## src/mac_defines.svh

```systemverilog
/*
 Offsets, field positions, reset values and widths for the 16 by 16
 multiplier-accumulator. Assumes inclusion by bare name from one folder.
*/
`ifndef MAC_DEFINES_SVH
`define MAC_DEFINES_SVH

`define MAC_OPND_W 16
`define MAC_ACC_W 35
`define MAC_EXT_W 3
`define MAC_ROUND_BIT 15

`define MAC_OFS_CTRL 8'h00
`define MAC_OFS_STROBE 8'h04
`define MAC_OFS_OPERANDS 8'h08
`define MAC_OFS_LOW 8'h0c
`define MAC_OFS_HIGH 8'h10
`define MAC_OFS_EXT 8'h14
`define MAC_OFS_CONTROLS 8'h18

`define MAC_CTRL_PIN_EN_BIT 0
`define MAC_CTRL_RESET 1'h1
`define MAC_STB_A_BIT 0
`define MAC_STB_B_BIT 1
`define MAC_STB_R_BIT 2

`define MAC_SYNC_W 62
// Drive controls idle high so the pins float until they are synchronised
`define MAC_SYNC_RESET 62'h0000000000000007

`endif

```

## src/mac_pkg.sv

```systemverilog
/*
 Types shared by the multiplier-accumulator files.
 Assumes nothing beyond a SystemVerilog compiler.
*/
`default_nettype none
package mac_pkg;
	typedef enum logic [1:0] {
		MAC_OP_LOAD,
		MAC_OP_ADD,
		MAC_OP_SUB
	} mac_op_t;
endpackage
`default_nettype wire

```

## src/mac_product.sv

```systemverilog
/*
 Combinational 16 by 16 product, optional rounding, extension to the
 accumulator width. Assumes registered operands and controls.
*/
`timescale 1ns/1ps
`default_nettype none
`include "mac_defines.svh"

module mac_product #(
	parameter int OPND_W = `MAC_OPND_W,
	parameter int ACC_W = `MAC_ACC_W
) (
	input wire logic [OPND_W-1:0] opnd_a,
	input wire logic [OPND_W-1:0] opnd_b,
	input wire logic signed_select,
	input wire logic round_control,
	output logic [ACC_W-1:0] product_ext
);
	logic [ACC_W-1:0] a_ext;
	logic [ACC_W-1:0] b_ext;
	logic [ACC_W-1:0] full;
	logic [ACC_W-1:0] round_add;

	always_comb begin
		// Sign fill only for two's complement operands
		a_ext = {{(ACC_W-OPND_W){signed_select & opnd_a[OPND_W-1]}}, opnd_a};
		b_ext = {{(ACC_W-OPND_W){signed_select & opnd_b[OPND_W-1]}}, opnd_b};
		// Product of extended operands is exact; sign extended when signed, zero extended when not
		full = ACC_W'(a_ext * b_ext);
		round_add = '0;
		round_add[OPND_W-1] = round_control;
		product_ext = ACC_W'(full + round_add);
	end
endmodule // mac_product

`default_nettype wire

```

## src/mac_accumulator.sv

```systemverilog
/*
 Multiplier-accumulator core with pin-side clocks sampled in the mclk
 domain and an AHB-Lite register slave. Assumes the pin clocks run well
 below half of mclk and that data settles before each pin clock rises.
*/
// Local design decisions: the register offsets and register access over AHB-Lite.
`timescale 1ns/1ps
`default_nettype none
`include "mac_defines.svh"

module mac_accumulator #(
	parameter int OPND_W = `MAC_OPND_W,
	parameter int ACC_W = `MAC_ACC_W,
	parameter int EXT_W = `MAC_EXT_W
) (
	input wire logic mclk,
	input wire logic nrst,
	input wire logic clk_a_pin,
	input wire logic clk_b_pin,
	input wire logic clk_r_pin,
	input wire logic [OPND_W-1:0] a_in,
	input wire logic [OPND_W-1:0] b_low_in,
	output logic [OPND_W-1:0] low_out,
	output logic low_oe,
	input wire logic [OPND_W-1:0] high_in,
	output logic [OPND_W-1:0] high_out,
	output logic high_oe,
	input wire logic [EXT_W-1:0] ext_in,
	output logic [EXT_W-1:0] ext_out,
	output logic ext_oe,
	input wire logic round_control,
	input wire logic signed_select,
	input wire logic sum_mode_select,
	input wire logic negate_select,
	input wire logic load_from_pins,
	input wire logic ext_word_drive_n,
	input wire logic high_word_drive_n,
	input wire logic low_word_drive_n,
	input wire logic hsel,
	input wire logic [7:0] haddr,
	input wire logic [1:0] htrans,
	input wire logic hwrite,
	input wire logic [2:0] hsize,
	input wire logic [31:0] hwdata,
	input wire logic hready,
	output logic hreadyout,
	output logic hresp,
	output logic [31:0] hrdata
);
	logic [`MAC_SYNC_W-1:0] sync1_reg;
	logic [`MAC_SYNC_W-1:0] sync2_reg;
	logic s_clk_a, s_clk_b, s_clk_r;
	logic [OPND_W-1:0] s_a, s_b, s_high;
	logic [EXT_W-1:0] s_ext;
	logic s_round, s_signed, s_sum, s_neg, s_load;
	logic s_ext_dn, s_high_dn, s_low_dn;
	logic a_prev_reg, b_prev_reg, r_prev_reg, or_prev_reg;
	logic pin_en_reg;
	logic [2:0] strobe_reg;
	logic ev_a, ev_b, ev_r, ev_ctl;
	logic [OPND_W-1:0] opnd_a_reg, opnd_b_reg;
	logic round_reg, signed_reg, sum_reg, neg_reg;
	logic [ACC_W-1:0] product_ext;
	logic [ACC_W-1:0] acc_reg, acc_next, arith;
	mac_pkg::mac_op_t op;
	logic wr_pend_reg;
	logic [7:0] wr_addr_reg;
	logic [31:0] hrdata_reg;
	logic addr_take;

	// Decode of the accumulate operation from the held controls
	function automatic mac_pkg::mac_op_t op_decode(input logic sum,
		input logic neg);
		if (!sum) begin
			op_decode = mac_pkg::MAC_OP_LOAD;
		end else if (neg) begin
			op_decode = mac_pkg::MAC_OP_SUB;
		end else begin
			op_decode = mac_pkg::MAC_OP_ADD;
		end
	endfunction

	// Edge seen only while pin clocks are enabled
	function automatic logic pin_rise(input logic en, input logic now,
		input logic prev);
		pin_rise = en & now & ~prev;
	endfunction

	// A section never drives and preloads at once
	function automatic logic sect_preload(input logic load,
		input logic drive_n);
		sect_preload = load & drive_n;
	endfunction

	function automatic logic sect_drive(input logic load,
		input logic drive_n);
		sect_drive = ~load & ~drive_n;
	endfunction

	// Two stages for every pin; clocks and data stay aligned
	always_ff @(posedge mclk or negedge nrst) begin
		if (!nrst) begin
			sync1_reg <= `MAC_SYNC_RESET;
			sync2_reg <= `MAC_SYNC_RESET;
		end else begin
			sync1_reg <= {clk_a_pin, clk_b_pin, clk_r_pin, a_in, b_low_in,
				high_in, ext_in, round_control, signed_select,
				sum_mode_select, negate_select, load_from_pins,
				ext_word_drive_n, high_word_drive_n, low_word_drive_n};
			sync2_reg <= sync1_reg;
		end
	end

	assign {s_clk_a, s_clk_b, s_clk_r, s_a, s_b, s_high, s_ext, s_round,
		s_signed, s_sum, s_neg, s_load, s_ext_dn, s_high_dn,
		s_low_dn} = sync2_reg;

	always_ff @(posedge mclk or negedge nrst) begin
		if (!nrst) begin
			a_prev_reg <= 1'b0;
			b_prev_reg <= 1'b0;
			r_prev_reg <= 1'b0;
			or_prev_reg <= 1'b0;
		end else begin
			a_prev_reg <= s_clk_a;
			b_prev_reg <= s_clk_b;
			r_prev_reg <= s_clk_r;
			or_prev_reg <= s_clk_a | s_clk_b;
		end
	end

	// Software strobes act like pin clock edges; pin edges can be masked
	// Pin clock pulses shorter than one mclk period may be missed
	always_comb begin
		ev_a = pin_rise(pin_en_reg, s_clk_a, a_prev_reg) |
			strobe_reg[`MAC_STB_A_BIT];
		ev_b = pin_rise(pin_en_reg, s_clk_b, b_prev_reg) |
			strobe_reg[`MAC_STB_B_BIT];
		ev_r = pin_rise(pin_en_reg, s_clk_r, r_prev_reg) |
			strobe_reg[`MAC_STB_R_BIT];
		ev_ctl = pin_rise(pin_en_reg, s_clk_a | s_clk_b, or_prev_reg) |
			strobe_reg[`MAC_STB_A_BIT] | strobe_reg[`MAC_STB_B_BIT];
	end

	always_ff @(posedge mclk or negedge nrst) begin
		if (!nrst) begin
			opnd_a_reg <= '0;
		end else if (ev_a) begin
			opnd_a_reg <= s_a;
		end
	end

	// B shares the low word pins; B is taken whatever drives them
	always_ff @(posedge mclk or negedge nrst) begin
		if (!nrst) begin
			opnd_b_reg <= '0;
		end else if (ev_b) begin
			opnd_b_reg <= s_b;
		end
	end

	always_ff @(posedge mclk or negedge nrst) begin
		if (!nrst) begin
			round_reg <= 1'b0;
			signed_reg <= 1'b0;
			sum_reg <= 1'b0;
			neg_reg <= 1'b0;
		end else if (ev_ctl) begin
			round_reg <= s_round;
			signed_reg <= s_signed;
			sum_reg <= s_sum;
			neg_reg <= s_neg;
		end
	end

	mac_product #(
		.OPND_W(OPND_W),
		.ACC_W(ACC_W)
	) u_product (
		.opnd_a(opnd_a_reg),
		.opnd_b(opnd_b_reg),
		.signed_select(signed_reg),
		.round_control(round_reg),
		.product_ext(product_ext)
	);

	// R sharing an edge with A or B still sees the old operands
	always_comb begin
		op = op_decode(sum_reg, neg_reg);
		case (op)
			mac_pkg::MAC_OP_ADD: arith = ACC_W'(acc_reg + product_ext);
			mac_pkg::MAC_OP_SUB: arith = ACC_W'(product_ext - acc_reg);
			mac_pkg::MAC_OP_LOAD: arith = product_ext;
			default: arith = product_ext;
		endcase
		acc_next = arith;
		// Each section preloads on its own; others take the result
		if (sect_preload(s_load, s_low_dn)) begin
			acc_next[OPND_W-1:0] = s_b;
		end
		if (sect_preload(s_load, s_high_dn)) begin
			acc_next[2*OPND_W-1:OPND_W] = s_high;
		end
		if (sect_preload(s_load, s_ext_dn)) begin
			acc_next[ACC_W-1:2*OPND_W] = s_ext;
		end
	end

	// Cleared at reset only so that outputs are known; pins never reset it
	always_ff @(posedge mclk or negedge nrst) begin
		if (!nrst) begin
			acc_reg <= '0;
		end else if (ev_r) begin
			acc_reg <= acc_next;
		end
	end

	// Enables follow the synced pins, two cycles behind
	always_comb begin
		low_out = acc_reg[OPND_W-1:0];
		high_out = acc_reg[2*OPND_W-1:OPND_W];
		ext_out = acc_reg[ACC_W-1:2*OPND_W];
		low_oe = sect_drive(s_load, s_low_dn);
		high_oe = sect_drive(s_load, s_high_dn);
		ext_oe = sect_drive(s_load, s_ext_dn);
	end

	// Bus slave: zero wait states, always OKAY
	// Sizes are not decoded; every access is taken as a whole word
	assign hreadyout = 1'b1;
	assign hresp = 1'b0;
	assign hrdata = hrdata_reg;
	assign addr_take = hsel & hready & htrans[1];

	always_ff @(posedge mclk or negedge nrst) begin
		if (!nrst) begin
			wr_pend_reg <= 1'b0;
			wr_addr_reg <= 8'h00;
		end else begin
			wr_pend_reg <= addr_take & hwrite;
			if (addr_take) begin
				wr_addr_reg <= haddr;
			end
		end
	end

	always_ff @(posedge mclk or negedge nrst) begin
		if (!nrst) begin
			pin_en_reg <= `MAC_CTRL_RESET;
		end else if (wr_pend_reg && wr_addr_reg == `MAC_OFS_CTRL) begin
			pin_en_reg <= hwdata[`MAC_CTRL_PIN_EN_BIT];
		end
	end

	// Strobe bits last one cycle and read back as zero
	always_ff @(posedge mclk or negedge nrst) begin
		if (!nrst) begin
			strobe_reg <= 3'h0;
		end else if (wr_pend_reg && wr_addr_reg == `MAC_OFS_STROBE) begin
			strobe_reg <= hwdata[2:0];
		end else begin
			strobe_reg <= 3'h0;
		end
	end

	// Read data is latched at the address phase and stands in the data phase
	always_ff @(posedge mclk or negedge nrst) begin
		if (!nrst) begin
			hrdata_reg <= 32'h00000000;
		end else if (addr_take && !hwrite) begin
			case (haddr)
				`MAC_OFS_CTRL: hrdata_reg <= {31'h00000000, pin_en_reg};
				`MAC_OFS_OPERANDS: hrdata_reg <= {opnd_b_reg, opnd_a_reg};
				`MAC_OFS_LOW: hrdata_reg <= {16'h0000, acc_reg[OPND_W-1:0]};
				`MAC_OFS_HIGH:
					hrdata_reg <= {16'h0000, acc_reg[2*OPND_W-1:OPND_W]};
				`MAC_OFS_EXT:
					hrdata_reg <= {29'h00000000, acc_reg[ACC_W-1:2*OPND_W]};
				`MAC_OFS_CONTROLS:
					hrdata_reg <= {28'h0000000, neg_reg, sum_reg, signed_reg,
						round_reg};
				default: hrdata_reg <= 32'h00000000;
			endcase
		end
	end
endmodule // mac_accumulator

`default_nettype wire

```

## config.mk

```make
export PLATFORM = sky130hd
export DESIGN_NAME = mac_accumulator
export DESIGN_NICKNAME = d
export VERILOG_FILES = /design/src/mac_pkg.sv /design/src/mac_product.sv /design/src/mac_accumulator.sv
export VERILOG_INCLUDE_DIRS = /design/src
export SDC_FILE = /design/constraint.sdc
export NUM_CORES = 1
export LEC_CHECK = 0
export BUFFER_PORTS_ARGS = -buffer_cell sky130_fd_sc_hd__buf_2
export CAP_MARGIN = 15
export CORE_MARGIN = 2
export CORE_UTILIZATION = 60
export CTS_CLUSTER_DIAMETER = 150
export DETAILED_ROUTE_END_ITERATION = 8
export PLACE_DENSITY = 0.8
export SLEW_MARGIN = 15
export SYNTH_ARGS = -nofsm -noshare
export SYNTH_HDL_FRONTEND = slang
export SYNTH_SLANG_ARGS = --single-unit
```

## constraint.sdc

```tcl
create_clock -name mclk -period 26.7 [get_ports mclk]
set_input_delay 4.005 -clock mclk [delete_from_list [all_inputs] [get_ports mclk]]
set_output_delay 4.005 -clock mclk [all_outputs]
set_load 0.1 [all_outputs]
```

==> results.py <==
metrics = {
    "synth": {
        "synth_ff_type": "dfrtp_1",
        "synth-compound-area-share_pct": 10.8,
        "synth_xor_area_share_pct": 4.16,
        "yosysWarnings": 0,
        "syn_avg_cell_area_um2": 9.74,
        "ys_seq_elements": 244,
        "synthCells": 2332,
        "synth_edf_count": 0,
        "synth_fa_ha_area_share_pct": 32.9,
        "synthSimpleGateAreaFrac_pct": 14.0,
        "yosysSeqAreaShare_pct": 26.9,
        "muxShareOfSynthArea_pct": 3.54,
        "synth.distinct_cells": 76,
        "synth_nets": 2863,
        "synth_top_family_by_area": "adder cells",
        "postSynth.asyncResetShare_pct": 100,
        "synth_area_um2": 22700,
    },
    "route": {
        "drt-pass1-iter-count": 5,
        "met3_length_um": 4920,
        "post_drt_wl_per_cell_um": 20.1,
        "viasPerCell": 5.86,
        "final_antenna_net_count": 0,
        "first_iter_violations": 1357,
        "drc": 0,
        "wl_met1_um": 23700,
        "top_layer": "met5",
        "wl_met2_um": 27700,
        "wl_um": 58800,
        "num_vias": 17200,
    },
    "worst_setup_path": {
        "path_buf_inv": 4,
        "r2r-start": "signed_reg",
        "rr_worst_depth": 33,
        "startpoint_type": "flop",
        "critPathKind": "reg -> reg",
        "critPathTopFamily": "adder cells",
        "crit_top_cell": "fa_1",
        "cp.required_ns": 27.16,
        "path_max_fanout": 13,
        "max_stage_delay_ns": 0.64,
        "reg2reg_slack_ns": 16.01,
        "worstPathArrival_ns": 11.15,
        "r2r_end": "acc_reg[34]",
        "worst_path_max_delay_cell": "a221oi_1",
        "endpoint_kind": "flop",
    },
    "global_routing": {
        "grt_pass1_vias": 18300,
        "grt_usage_pct": 31.0,
        "grt_start_max_net_pins": 113,
        "grt_antenna_before_repair": 1,
        "grt_overflow": 0,
        "grt_pass1_wl_um": 94900,
    },
    "timing": {
        "rsz0062_at_grt": "no",
        "setup_viol": 0,
        "setup_slack_ns": 16.01,
        "fmax_ghz": 0.0936,
        "tightest_slew_ns": 1.06,
        "skew_ns": 0.0190,
        "drv_slew": 0,
        "period_share_pct": 40.0,
        "finalHoldViolCount": 0,
        "fin_tns_setup_ns": 0,
        "min_period_ns": 10.69,
        "slew_headroom_pct": 29.5,
    },
    "run": {
        "drv_cap": 0,
    },
    "placed_design": {
        "gp_congestion": 0.928,
        "postPlaceCellArea_um2": 23800,
        "dpl_worst_slack_ns": 16.36,
        "place.port_buffers": 148,
        "dp_hpwl_um": 44700,
    },
    "die": {
        "die_area_um2": 39400,
        "coreArea_um2": 37500,
        "die_w_um": 199,
        "die_height_um": 199,
        "pin_count": 184,
        "row_count": 71,
        "initial_core_util_pct": 60.6,
    },
    "final_layout": {
        "final_util_pct": 65.5,
        "drive_gt1_share_pct": 12.1,
        "finalInstanceArea_um2": 24600,
        "diodes": 0,
        "syn_to_final_growth_pct": 8.13,
        "nNetsFinal": 2936,
        "nFillCells": 2907,
    },
    "worst_hold_path": {
        "holdPathEnd": "sync2_reg[29]",
        "hp-class": "reg -> reg",
        "hold_start": "sync1_reg[29]",
        "holdPathStages": 0,
    },
    "clock_network": {
        "clk_path_buf_depth": 3,
        "clock_latency_ns": 0.55,
        "clock_sink_count": 244,
        "clk_pin_slew_worst_paths_ns": 0.08,
        "cts_buffers": 23,
        "cts_tree": "done",
        "post_cts_buffers": 0,
        "cts_resized": 0,
        "holdBufCountCts": 0,
        "cts-root-buf": "clkbuf_16",
        "ctsHtreeMaxLevel": 1,
    },
    "outcome": {
        "status": "finished clean",
    },
}
## worst max-delay path by stage
stage	from	end	slack (ns)	cells past startpoint
after floorplan	opnd_a_reg[10]	acc_reg[34]	17.78	35
after global placement	opnd_b_reg[15]	acc_reg[34]	16.44	33
after detailed placement	signed_reg	acc_reg[34]	16.36	33
after CTS	signed_reg	acc_reg[34]	16.26	33
after global routing	signed_reg	acc_reg[34]	15.72	33
final	signed_reg	acc_reg[34]	16.01	33
## stage by stage
step	hold WS, ns	cells
5_1_grt	0.351	2931
3_3_place_gp	0.332	2891
3_5_place_dp	0.335	2891
4_1_cts	0.343	2931
6_report	0.340	2931
2_1_floorplan	0.331	2332
## area by class of cell
type	count	area [µm²]	area share, %
Multi-Input combinational cell	1636	14900	60.8
Sequential cell	244	6110	24.9
Inverter	337	1260	5.15
Timing Repair Buffer	163	863	3.52
Tap cell	511	639	2.60
Clock buffer	29	638	2.60
Clock inverter	11	111	0.453
## cells in the final DEF (no fill, tap or decap), drive strengths merged, types with 18 or more instances in the layout
cell type and n:
nor2 95, nor3 24, xor2 43, a21oi 108, a21o 28, dfrtp 237, nand3 21, buf 163
a22o 18, xnor2 65, o21ai 95, clkbuf 29, ha 122, and2 139, inv 340, fa 297
mux2 59, nand2 273
## cells in the mapped netlist, types with 10 or more instances
library cell,n,area [µm²]
and3_1,14,87.6
ha_1,122,1530
dfrtp_1,237,5930
nand2b_1,13,81.3
o21ai_0,88,440
inv_1,337,1260
nor2_1,94,353
nor3_1,24,120
nor4_1,10,62.6
nand3_1,21,105
a21oi_1,108,541
o211ai_1,13,97.6
o21a_1,12,90.1
and2_1,139,870
clkbuf_1,106,398
nand2_1,273,1020
mux2i_1,14,140
a211oi_1,13,97.6
a22o_1,18,158
mux2_2,59,664
xnor2_1,65,569
fa_1,297,5950
xor2_1,43,377
a22oi_1,14,105
a31oi_1,16,100
or3_1,16,100
a21o_1,28,210
nand4_1,10,62.6
## worst reg2reg max path, delay by kind of cell, from the launching register on
family	cells	cell delay, ns
simple gates	8	2.29
buf+inv	4	0.60
compound gates	10	2.88
fa+ha+maj	8	3.64
flops	1	0.38
xor+xnor	3	0.80
## kinds of logic after synthesis
| kind of cell | after synthesis |
|---|---|
| buf+inv | 452 |
| xor+xnor | 108 |
| simple gates | 652 |
| mux | 73 |
| fa+ha+maj | 419 |
| compound gates | 382 |
| other cells | 2 |
| flops | 244 |
## per-layer routing
layer / up-vias / track usage [%]
li1: 7658 / -
met1: 8616 / 41.8
met2: 740 / 50.5
met3: 160 / 5.60
met4: 4 / 11.6
met5: - / 0
Power is not shown: default switching activity piles up to over one toggle a cycle in this logic, so the estimate is an artifact.
